===== src/mbp_pkg.sv =====
// Package for the macroblock inline payload parser: field positions,
// dword indices, encodings and the width of one thread register.
// Assumes both ends and the bench import it whole.
package mbp_pkg;
    // ------------------------------------------------------------
    // Command layout
    // ------------------------------------------------------------
    localparam int          INLINE_FIRST_DW   = 4;
    localparam int          REG_DWORDS        = 8;
    localparam int          IDX_W             = 5;
    // Inline dword indices counted from the command start (AVC)
    localparam logic [4:0]  DW_FLAGS          = 5'h04;
    localparam logic [4:0]  DW_ORIGIN         = 5'h05;
    localparam logic [4:0]  DW_QUANT          = 5'h06;
    localparam logic [4:0]  DW_CHROMA_SCALE   = 5'h0A;
    localparam logic [4:0]  DW_LUMA_SCALE     = 5'h0B;
    // ------------------------------------------------------------
    // First inline dword fields
    // ------------------------------------------------------------
    localparam int          MOTION_VECTOR_SIZE_LSB        = 20;
    localparam int          DC_Y_BIT          = 19;
    localparam int          DC_CB_BIT         = 18;
    localparam int          DC_CR_BIT         = 17;
    localparam int          LARGE_XFORM_BIT   = 15;
    localparam int          FIELD_MB_BIT      = 14;
    localparam int          INTRA_BIT         = 13;
    localparam int          BIWEIGHT_LSB      = 6;
    localparam int          SINGLE_WEIGHT_BIT = 5;
    localparam int          CHROMA_LSB        = 2;
    localparam int          ADAPTIVE_BIT      = 1;
    localparam int          FIELD_PIC_BIT     = 0;
    localparam int          REF_SEL_LSB       = 28;
    // Other dword fields
    localparam int          VORIGIN_LSB       = 8;
    localparam int          QP_CR_LSB         = 24;
    localparam int          QP_CB_LSB         = 16;
    localparam int          QP_Y_LSB          = 8;
    localparam int          CBP_CR_LSB        = 4;
    localparam int          SCALE_HI_LSB      = 16;
    // ------------------------------------------------------------
    // Encodings
    // ------------------------------------------------------------
    localparam logic [2:0]  MV_NONE           = 3'h0;
    localparam logic [2:0]  MV_ONE_PAIR       = 3'h2;
    localparam logic [2:0]  MV_FOUR_PAIRS     = 3'h4;
    localparam logic [2:0]  MV_SIXTEEN        = 3'h5;
    localparam logic [2:0]  MV_SIXTEEN_PAIRS  = 3'h6;
    localparam logic [5:0]  MV_CNT_ONE_PAIR   = 6'h02;
    localparam logic [5:0]  MV_CNT_FOUR_PAIRS = 6'h08;
    localparam logic [5:0]  MV_CNT_SIXTEEN    = 6'h10;
    localparam logic [5:0]  MV_CNT_SIXTEEN_PR = 6'h20;
    localparam logic [1:0]  WEIGHT_DEFAULT    = 2'h0;
    localparam logic [1:0]  WEIGHT_EXPLICIT   = 2'h1;
    localparam logic [1:0]  WEIGHT_IMPLICIT   = 2'h2;
    localparam logic [1:0]  CHROMA_MONO       = 2'h0;
    localparam logic [1:0]  CHROMA_420        = 2'h1;

    typedef enum logic {
        MBP_MODE_AVC = 1'b0,
        MBP_MODE_VC1 = 1'b1
    } mbp_mode_t;
endpackage : mbp_pkg


===== src/mbp_if.sv =====
// Dword stream of one extended_media_object_command from the command
// source to the video_front_end. Both ends sit on the same clock.
interface mbp_if;
    import mbp_pkg::*;
    logic        valid;
    logic        ready;
    logic [31:0] data;
    logic        last;
    mbp_mode_t   mode;

    modport source (output valid, output data, output last, output mode, input ready);
    modport front_end (input valid, input data, input last, input mode, output ready);
endinterface : mbp_if


===== src/mbp_front_end.sv =====
// video_front_end end: parses inline dwords of one command, keeps the
// fields it consumes and packs the payload into thread registers.
// Assumes a well formed stream with last on the final dword.
// Behaviour
// - Motion vector size codes vector count
// - Intra source writes zero vector size
// - DC coded flags consumed, not forwarded
// - Transform bit selects 8x8 or 4x4
// - Bit 14 marks field macroblock
// - Bit 13 marks intra macroblock
// - Bits 7:6 give bidirectional weighting mode
// - P source keeps weighting upper bit zero
// - Intra source zeroes weighting bits
// - Bits 3:2 give chroma sampling format
// - Adaptive bit zero for field picture
// - Bit 0 marks field picture
// - Second dword carries vertical, horizontal origin
// - Third dword gives quantizers and patterns
// - Level scales used, Cb still forwarded
// - Weight block follows motion vector block
// - Residual offset set by state command
// - One macroblock per command
// - Forward inline contiguously, zero fill tail
// - Inline data starts at dword 4
// - VC1 bits 31:28 select reference fields
module mbp_front_end
    import mbp_pkg::*;
#(
    parameter int DWORDS = REG_DWORDS
) (
    input  wire logic                 clk_i,
    input  wire logic                 reset_i,
    mbp_if.front_end                  cmd,
    input  wire logic [15:0]          residual_offset_i,
    output logic                      reg_write_o,
    output logic [7:0]                reg_index_o,
    output logic [DWORDS*32-1:0]      reg_data_o,
    output logic                      mb_done_o,
    output mbp_mode_t                 mb_mode_o,
    output logic [5:0]                mv_count_o,
    output logic [5:0]                weight_offset_o,
    output logic [15:0]               residual_offset_o,
    output logic [2:0]                dc_coded_o,
    output logic                      luma_block_8x8_o,
    output logic                      field_macroblock_flag_o,
    output logic                      intra_macroblock_flag_o,
    output logic [1:0]                bidirectional_weighting_mode_o,
    output logic                      single_direction_weighting_flag_o,
    output logic [1:0]                chroma_sampling_format_o,
    output logic                      adaptive_frame_field_picture_o,
    output logic                      field_picture_flag_o,
    output logic [7:0]                vertical_origin_o,
    output logic [7:0]                horizontal_origin_o,
    output logic [7:0]                red_chroma_quantizer_o,
    output logic [7:0]                blue_chroma_quantizer_o,
    output logic [7:0]                luma_quantizer_o,
    output logic [3:0]                red_chroma_coded_pattern_o,
    output logic [3:0]                blue_chroma_coded_pattern_o,
    output logic [15:0]               luma_dc_scale_o,
    output logic [15:0]               blue_chroma_dc_scale_o,
    output logic [15:0]               red_chroma_dc_scale_o,
    output logic [3:0]                reference_field_select_o
);
    localparam int SLOT_W = $clog2(DWORDS);

    logic [IDX_W-1:0]        dw_idx;
    logic [SLOT_W-1:0]       slot;
    logic [DWORDS*32-1:0]    pack;
    logic                    take;
    logic                    inline_dw;
    logic [31:0]             fwd_dw;
    logic [DWORDS*32-1:0]    next_pack;

    // ------------------------------------------------------------
    // Stream acceptance
    // ------------------------------------------------------------
    // The register file port never stalls, so ready only waits out reset.
    always_ff @(posedge clk_i or posedge reset_i) begin
        if (reset_i) begin
            cmd.ready <= 1'b0;
        end else begin
            cmd.ready <= 1'b1;
        end
    end

    assign take      = cmd.valid && cmd.ready;
    assign inline_dw = (dw_idx >= IDX_W'(INLINE_FIRST_DW));

    // Index restarts with each command, so each command is one macroblock
    always_ff @(posedge clk_i or posedge reset_i) begin
        if (reset_i) begin
            dw_idx <= '0;
        end else if (take) begin
            if (cmd.last) begin
                dw_idx <= '0;
            end else if (dw_idx != '1) begin
                dw_idx <= dw_idx + 1'b1;
            end
        end
    end

    // ------------------------------------------------------------
    // Payload packing
    // ------------------------------------------------------------
    always_comb begin
        fwd_dw = cmd.data;
        if (cmd.mode == MBP_MODE_AVC && dw_idx == DW_FLAGS) begin
            fwd_dw[DC_Y_BIT:DC_CR_BIT] = 3'h0;
        end
    end

    // Slots above the current one are cleared so a short tail reads zero
    always_comb begin
        next_pack = pack;
        for (int i = 0; i < DWORDS; i++) begin
            if (i == int'(slot)) begin
                next_pack[i*32 +: 32] = fwd_dw;
            end else if (i > int'(slot)) begin
                next_pack[i*32 +: 32] = 32'h0;
            end
        end
    end

    always_ff @(posedge clk_i or posedge reset_i) begin
        if (reset_i) begin
            pack <= '0;
            slot <= '0;
        end else if (take && inline_dw) begin
            pack <= next_pack;
            if (cmd.last || slot == SLOT_W'(DWORDS - 1)) begin
                slot <= '0;
            end else begin
                slot <= slot + 1'b1;
            end
        end
    end

    always_ff @(posedge clk_i or posedge reset_i) begin
        if (reset_i) begin
            reg_write_o <= 1'b0;
            reg_data_o  <= '0;
            reg_index_o <= '0;
        end else begin
            reg_write_o <= 1'b0;
            if (take && inline_dw && (cmd.last || slot == SLOT_W'(DWORDS - 1))) begin
                reg_write_o <= 1'b1;
                reg_data_o  <= next_pack;
            end
            if (reg_write_o) begin
                reg_index_o <= mb_done_o ? 8'h00 : reg_index_o + 8'h01;
            end
        end
    end

    always_ff @(posedge clk_i or posedge reset_i) begin
        if (reset_i) begin
            mb_done_o         <= 1'b0;
            mb_mode_o         <= MBP_MODE_AVC;
            residual_offset_o <= '0;
        end else begin
            mb_done_o <= take && cmd.last;
            if (take && dw_idx == '0) begin
                mb_mode_o         <= cmd.mode;
                residual_offset_o <= residual_offset_i;
            end
        end
    end

    // ------------------------------------------------------------
    // Consumed fields; reserved bits are never inspected
    // ------------------------------------------------------------
    always_ff @(posedge clk_i or posedge reset_i) begin
        if (reset_i) begin
            mv_count_o                        <= '0;
            weight_offset_o                   <= '0;
            dc_coded_o                        <= '0;
            luma_block_8x8_o                  <= 1'b0;
            field_macroblock_flag_o           <= 1'b0;
            intra_macroblock_flag_o           <= 1'b0;
            bidirectional_weighting_mode_o    <= WEIGHT_DEFAULT;
            single_direction_weighting_flag_o <= 1'b0;
            chroma_sampling_format_o          <= CHROMA_MONO;
            adaptive_frame_field_picture_o    <= 1'b0;
            field_picture_flag_o              <= 1'b0;
            reference_field_select_o          <= '0;
        end else if (take && dw_idx == DW_FLAGS) begin
            if (cmd.mode == MBP_MODE_VC1) begin
                reference_field_select_o <= cmd.data[REF_SEL_LSB +: 4];
            end else begin
                // Reserved size codes give no vectors rather than an error
                unique case (cmd.data[MOTION_VECTOR_SIZE_LSB +: 3])
                    MV_ONE_PAIR:      mv_count_o <= MV_CNT_ONE_PAIR;
                    MV_FOUR_PAIRS:    mv_count_o <= MV_CNT_FOUR_PAIRS;
                    MV_SIXTEEN:       mv_count_o <= MV_CNT_SIXTEEN;
                    MV_SIXTEEN_PAIRS: mv_count_o <= MV_CNT_SIXTEEN_PR;
                    default:          mv_count_o <= '0;
                endcase
                unique case (cmd.data[MOTION_VECTOR_SIZE_LSB +: 3])
                    MV_ONE_PAIR:      weight_offset_o <= MV_CNT_ONE_PAIR;
                    MV_FOUR_PAIRS:    weight_offset_o <= MV_CNT_FOUR_PAIRS;
                    MV_SIXTEEN:       weight_offset_o <= MV_CNT_SIXTEEN;
                    MV_SIXTEEN_PAIRS: weight_offset_o <= MV_CNT_SIXTEEN_PR;
                    default:          weight_offset_o <= '0;
                endcase
                dc_coded_o                        <= cmd.data[DC_Y_BIT:DC_CR_BIT];
                luma_block_8x8_o                  <= cmd.data[LARGE_XFORM_BIT];
                field_macroblock_flag_o           <= cmd.data[FIELD_MB_BIT];
                intra_macroblock_flag_o           <= cmd.data[INTRA_BIT];
                bidirectional_weighting_mode_o    <= cmd.data[BIWEIGHT_LSB +: 2];
                single_direction_weighting_flag_o <= cmd.data[SINGLE_WEIGHT_BIT];
                chroma_sampling_format_o          <= cmd.data[CHROMA_LSB +: 2];
                adaptive_frame_field_picture_o    <= cmd.data[ADAPTIVE_BIT];
                field_picture_flag_o              <= cmd.data[FIELD_PIC_BIT];
            end
        end
    end

    always_ff @(posedge clk_i or posedge reset_i) begin
        if (reset_i) begin
            vertical_origin_o           <= '0;
            horizontal_origin_o         <= '0;
            red_chroma_quantizer_o      <= '0;
            blue_chroma_quantizer_o     <= '0;
            luma_quantizer_o            <= '0;
            red_chroma_coded_pattern_o  <= '0;
            blue_chroma_coded_pattern_o <= '0;
            luma_dc_scale_o             <= '0;
            blue_chroma_dc_scale_o      <= '0;
            red_chroma_dc_scale_o       <= '0;
        end else if (take && cmd.mode == MBP_MODE_AVC) begin
            if (dw_idx == DW_ORIGIN) begin
                vertical_origin_o   <= cmd.data[VORIGIN_LSB +: 8];
                horizontal_origin_o <= cmd.data[7:0];
            end
            if (dw_idx == DW_QUANT) begin
                red_chroma_quantizer_o      <= cmd.data[QP_CR_LSB +: 8];
                blue_chroma_quantizer_o     <= cmd.data[QP_CB_LSB +: 8];
                luma_quantizer_o            <= cmd.data[QP_Y_LSB +: 8];
                red_chroma_coded_pattern_o  <= cmd.data[CBP_CR_LSB +: 4];
                blue_chroma_coded_pattern_o <= cmd.data[3:0];
            end
            if (dw_idx == DW_CHROMA_SCALE) begin
                blue_chroma_dc_scale_o <= cmd.data[SCALE_HI_LSB +: 16];
                red_chroma_dc_scale_o  <= cmd.data[15:0];
            end
            if (dw_idx == DW_LUMA_SCALE) begin
                luma_dc_scale_o <= cmd.data[15:0];
            end
        end
    end
endmodule : mbp_front_end


===== src/flat_wrapper.sv =====
// flat-port wrapper written by rule: the top's interface ports become plain ports
module mbp_front_end_flat import mbp_pkg::*;
#(
    parameter int DWORDS = REG_DWORDS
)
  (clk_i, reset_i, residual_offset_i, reg_write_o, reg_index_o, reg_data_o, mb_done_o, mb_mode_o, mv_count_o, weight_offset_o, residual_offset_o, dc_coded_o, luma_block_8x8_o, field_macroblock_flag_o, intra_macroblock_flag_o, bidirectional_weighting_mode_o, single_direction_weighting_flag_o, chroma_sampling_format_o, adaptive_frame_field_picture_o, field_picture_flag_o, vertical_origin_o, horizontal_origin_o, red_chroma_quantizer_o, blue_chroma_quantizer_o, luma_quantizer_o, red_chroma_coded_pattern_o, blue_chroma_coded_pattern_o, luma_dc_scale_o, blue_chroma_dc_scale_o, red_chroma_dc_scale_o, reference_field_select_o, cmd_valid, cmd_data, cmd_last, cmd_mode, cmd_ready);
  mbp_if cmd_i ();
  input  wire logic clk_i;
  input  wire logic reset_i;
  input  wire logic [15:0] residual_offset_i;
  output logic reg_write_o;
  output logic [7:0] reg_index_o;
  output logic [DWORDS*32-1:0] reg_data_o;
  output logic mb_done_o;
  output mbp_mode_t mb_mode_o;
  output logic [5:0] mv_count_o;
  output logic [5:0] weight_offset_o;
  output logic [15:0] residual_offset_o;
  output logic [2:0] dc_coded_o;
  output logic luma_block_8x8_o;
  output logic field_macroblock_flag_o;
  output logic intra_macroblock_flag_o;
  output logic [1:0] bidirectional_weighting_mode_o;
  output logic single_direction_weighting_flag_o;
  output logic [1:0] chroma_sampling_format_o;
  output logic adaptive_frame_field_picture_o;
  output logic field_picture_flag_o;
  output logic [7:0] vertical_origin_o;
  output logic [7:0] horizontal_origin_o;
  output logic [7:0] red_chroma_quantizer_o;
  output logic [7:0] blue_chroma_quantizer_o;
  output logic [7:0] luma_quantizer_o;
  output logic [3:0] red_chroma_coded_pattern_o;
  output logic [3:0] blue_chroma_coded_pattern_o;
  output logic [15:0] luma_dc_scale_o;
  output logic [15:0] blue_chroma_dc_scale_o;
  output logic [15:0] red_chroma_dc_scale_o;
  output logic [3:0] reference_field_select_o;
  input wire logic [$bits(cmd_i.valid)-1:0] cmd_valid;
  input wire logic [$bits(cmd_i.data)-1:0] cmd_data;
  input wire logic [$bits(cmd_i.last)-1:0] cmd_last;
  input wire logic [$bits(cmd_i.mode)-1:0] cmd_mode;
  output wire logic [$bits(cmd_i.ready)-1:0] cmd_ready;
  assign cmd_i.valid = cmd_valid;
  assign cmd_i.data = cmd_data;
  assign cmd_i.last = cmd_last;
  assign cmd_i.mode = cmd_mode;
  assign cmd_ready = cmd_i.ready;
  mbp_front_end #(.DWORDS(DWORDS)) u_core (.clk_i(clk_i), .reset_i(reset_i), .cmd(cmd_i), .residual_offset_i(residual_offset_i), .reg_write_o(reg_write_o), .reg_index_o(reg_index_o), .reg_data_o(reg_data_o), .mb_done_o(mb_done_o), .mb_mode_o(mb_mode_o), .mv_count_o(mv_count_o), .weight_offset_o(weight_offset_o), .residual_offset_o(residual_offset_o), .dc_coded_o(dc_coded_o), .luma_block_8x8_o(luma_block_8x8_o), .field_macroblock_flag_o(field_macroblock_flag_o), .intra_macroblock_flag_o(intra_macroblock_flag_o), .bidirectional_weighting_mode_o(bidirectional_weighting_mode_o), .single_direction_weighting_flag_o(single_direction_weighting_flag_o), .chroma_sampling_format_o(chroma_sampling_format_o), .adaptive_frame_field_picture_o(adaptive_frame_field_picture_o), .field_picture_flag_o(field_picture_flag_o), .vertical_origin_o(vertical_origin_o), .horizontal_origin_o(horizontal_origin_o), .red_chroma_quantizer_o(red_chroma_quantizer_o), .blue_chroma_quantizer_o(blue_chroma_quantizer_o), .luma_quantizer_o(luma_quantizer_o), .red_chroma_coded_pattern_o(red_chroma_coded_pattern_o), .blue_chroma_coded_pattern_o(blue_chroma_coded_pattern_o), .luma_dc_scale_o(luma_dc_scale_o), .blue_chroma_dc_scale_o(blue_chroma_dc_scale_o), .red_chroma_dc_scale_o(red_chroma_dc_scale_o), .reference_field_select_o(reference_field_select_o));
endmodule

===== config.mk =====
export PLATFORM = sky130hd
export DESIGN_NAME = mbp_front_end_flat
export DESIGN_NICKNAME = d
export VERILOG_FILES = /design/src/mbp_pkg.sv /design/src/mbp_if.sv /design/src/mbp_front_end.sv /design/src/flat_wrapper.sv
export SDC_FILE = /design/constraint.sdc
export NUM_CORES = 1
export LEC_CHECK = 0
export BUFFER_PORTS_ARGS = -buffer_cell sky130_fd_sc_hd__buf_2
export CAP_MARGIN = 10
export CORE_UTILIZATION = 56
export DETAILED_ROUTE_END_ITERATION = 10
export GPL_TIMING_DRIVEN = 0
export PLACE_DENSITY = 0.84
export SETUP_SLACK_MARGIN = 0.02
export SLEW_MARGIN = 5
export SYNTH_ARGS = -nofsm -noshare
export SYNTH_HDL_FRONTEND = slang
export SYNTH_SLANG_ARGS = --single-unit

===== constraint.sdc =====
create_clock -name clk_i -period 27 [get_ports clk_i]
set_clock_uncertainty 0.15 [all_clocks]
set_input_delay 2.7 -clock clk_i [delete_from_list [all_inputs] [get_ports clk_i]]
set_output_delay 2.7 -clock clk_i [all_outputs]
set_load 0.01 [all_outputs]

==> flow_summary.ini <==
[cts]
hold_buffers = 0
cts.sinks = 633
cts_root_buf = clkbuf_16
cts_tree = done
cts_setup_buffers = 0
htree_levels = 3
cts-resized-gates = 0
cts_buffer_depth = 3
numCtsBuffers = 67
path_clk_slew_ps = 60
clock_latency_ps = 620

[yosys]
ys_ff_latch = 633
yosysTopAreaCell = dfrtp_1
ys.flop_type = dfrtp_1
yosysMostFrequentCell = dfrtp_1
yosysWarnings = 0
yosysTopAreaCellShare = 0.5864
synth_enable_flop_cells = 0
synth_common_cells = 633 x dfrtp_1, 314 x o21ai_0, 173 x a22o_1
syn_inst = 2312
netlist_area_um2 = 27010
yosysUniqueCellTypes = 59
async_reset_ff_frac = 1.000
synth_top_cells_by_area = dfrtp_1 59%, o21ai_0 5.8%, a22o_1 5.6%
syn_area_per_cell_um2 = 11.68
yosysSeqAreaShare = 0.5864

[detailed_routing]
via_per_inst = 6.613
route.final.wire_length_um = 93940
route.detailed.drc = 0
first_pass_iters = 9
wire_per_inst_um = 26.87
vias = 23120
ant_nets = 0
drt_iter0_drc = 2876

[worst_setup_path]
crit_arrival_ps = 5370
worstPathMaxFanout = 123
criticalPathCategory = in -> async
endpoint_kind = asynchronous set/reset pin
required_ps = 27570
worst_setup_path_start_kind = input port

[placement]
dp.cells = 3373
io_buffers = 438
gp_congestion = 0.9393
dp_hpwl_um = 64810

[grt]
grt_pass1_wl_um = 139800
first_global_vias = 22580
grt_start_max_net_pins = 124
global_route.overflow_total = 0
antenna_found_initial = 3
grt_usage = 0.3774

[timing]
worstMarginPinSlew_ps = 1359
slew_headroom = 0.09286
rsz0062_at_grt = false
hold_viol_final = 0
setup-violations-final = 0
whs_ps = 333.9
maxSlewViolCount = 0
timing.final.crit_period_ps = 4796
fmax_mhz = 208.5
finalSetupTns_ps = 0
period_share = 0.1776

[power]
pwr-share-comb = 0.309
power-per-cell-area_nw_per_um2 = 104.7
intPower_uw = 2175
p_sw_uw = 1209
clkPwrFrac = 0.274
seqPwrFrac = 0.416
power_leakage_uw = 0.01569
swShare = 0.3573
peakVddDrop_mv = 0.07691

[cells_and_area]
drive_above_1_share = 0.2761
final_util = 0.6787
synthToLayoutAreaGrowth_pct = 19.71
fin_cells = 3496
fin_nets = 2892

[die]
core_area_um2 = 47650
die_w_um = 221.6
die_h_um = 221.6
start_util = 0.5669
rows = 80
ios = 462
die_area_um2 = 49120

[run_status]
run_status = completed

[min_path]
worstHoldPathType = reg -> reg

[run]
cap_violations = 0
[kinds of logic (layout without fill, tap and decap cells)]
kind of cell,count (synthesis),in the layout,synth area share
buf+inv,293,857,0.04984
mux,227,227,0.09640
flops,633,633,0.5864
fa+ha+maj,12,12,0.005558
compound gates,847,847,0.2009
xor+xnor,1,1,0.0003243
simple gates,297,297,0.06027
other cells,2,7,0.0002780
[per-layer routing]
| metal | GRT usage | up-vias | share of wire |
|---|---|---|---|
| met1 | 0.4918 | 11620 | 0.37 |
| met4 | 0.2137 | 4 | 0.058 |
| li1 | - | 9430 | - |
| met5 | 0.01075 | - | 0.00098 |
| met3 | 0.1087 | 318 | 0.12 |
| met2 | 0.5677 | 1743 | 0.45 |
[power by group through the flow]
| stage | combinational [uW] | sequential (uW) | clock, uW |
|---|---|---|---|
| after floorplan | 535 | 1450 | 0 |
| after global placement | 982 | 1400 | 0 |
| after detailed placement | 1020 | 1400 | 0 |
| after CTS | 1030 | 1400 | 930 |
| after global routing | 1110 | 1430 | 967 |
| final | 1050 | 1410 | 928 |
[final cells by class]
type,count,area [um2]
fill,3418,15310
timing repair buffer,443,2330
clock buffer,98,1967
buffer,283,1309
clock inverter,23,234.0
sequential,633,15840
multi-input combinational,1389,9836
antenna,2,5.005
inverter,10,45.04
tap,615,769.5
[metrics by stage]
| step | setup WS, ps | power, uW | area, um2 |
|---|---|---|---|
| 6_report | 22200 | 3384 | 32330 |
| 5_1_grt | 21740 | 3504 | 32330 |
| 4_1_cts | 22020 | 3354 | 32330 |
| 3_5_place_dp | 21410 | 2420 | 30130 |
| 3_3_place_gp | 1273 | 2378 | 29980 |
| 2_1_floorplan | 6419 | 1982 | 27020 |
[flip-flops by register name (all words and copies together), names as in the netlist, 16 cells and up]
register	flops
u_core.residual_offset_o	16
u_core.red_chroma_dc_scale_o	16
u_core.reg_data_o	256
u_core.pack	224
u_core.blue_chroma_dc_scale_o	16
u_core.luma_dc_scale_o	16
[worst paths after layout]
check | startpoint | endpoint | slack, ps | cells past startpoint
worst max-delay path | reset_i | u_core.reg_data_o[236]$_DFFE_PP0P_ | 22200 | 6
worst min-delay path | u_core.pack[187]$_DFFE_PP0P_ | u_core.pack[187]$_DFFE_PP0P_ | 330 | 2
worst max register to register | u_core.slot[2]$_DFFE_PP0P_ | u_core.reg_data_o[98]$_DFFE_PP0P_ | 23590 | 9
worst min register to register | u_core.pack[187]$_DFFE_PP0P_ | u_core.pack[187]$_DFFE_PP0P_ | 330 | 2
max in group clk_i | cmd_last | u_core.reg_data_o[17]$_DFFE_PP0P_ | 22690 | 8
min in group asynchronous | reset_i | u_core.luma_dc_scale_o[4]$_DFFE_PP0P_ | 2040 | 2
[cell usage in the layout, fill, tap and decap left out, types with 15 or more instances in the layout]
cell,n
a22o_1,173
a21o_1,30
o21ai_0,314
a31oi_1,99
o21ai_1,15
buf_4,24
mux2_2,93
clkbuf_16,70
mux2_1,36
mux2_4,34
a21oi_1,104
a22oi_1,31
dfrtp_1,633
nand2_1,170
o2bb2ai_1,21
clkbuf_1,171
mux2i_1,64
buf_1,25
buf_2,500
nand3b_1,61
o31ai_1,34
[critical path, stage by stage]
cell,delay (ps)
buf_2,130
inv_8,480
buf_16,450
buf_16,520
buf_16,430
buf_16,410
Note: power is estimated with default switching activity, not from simulation.
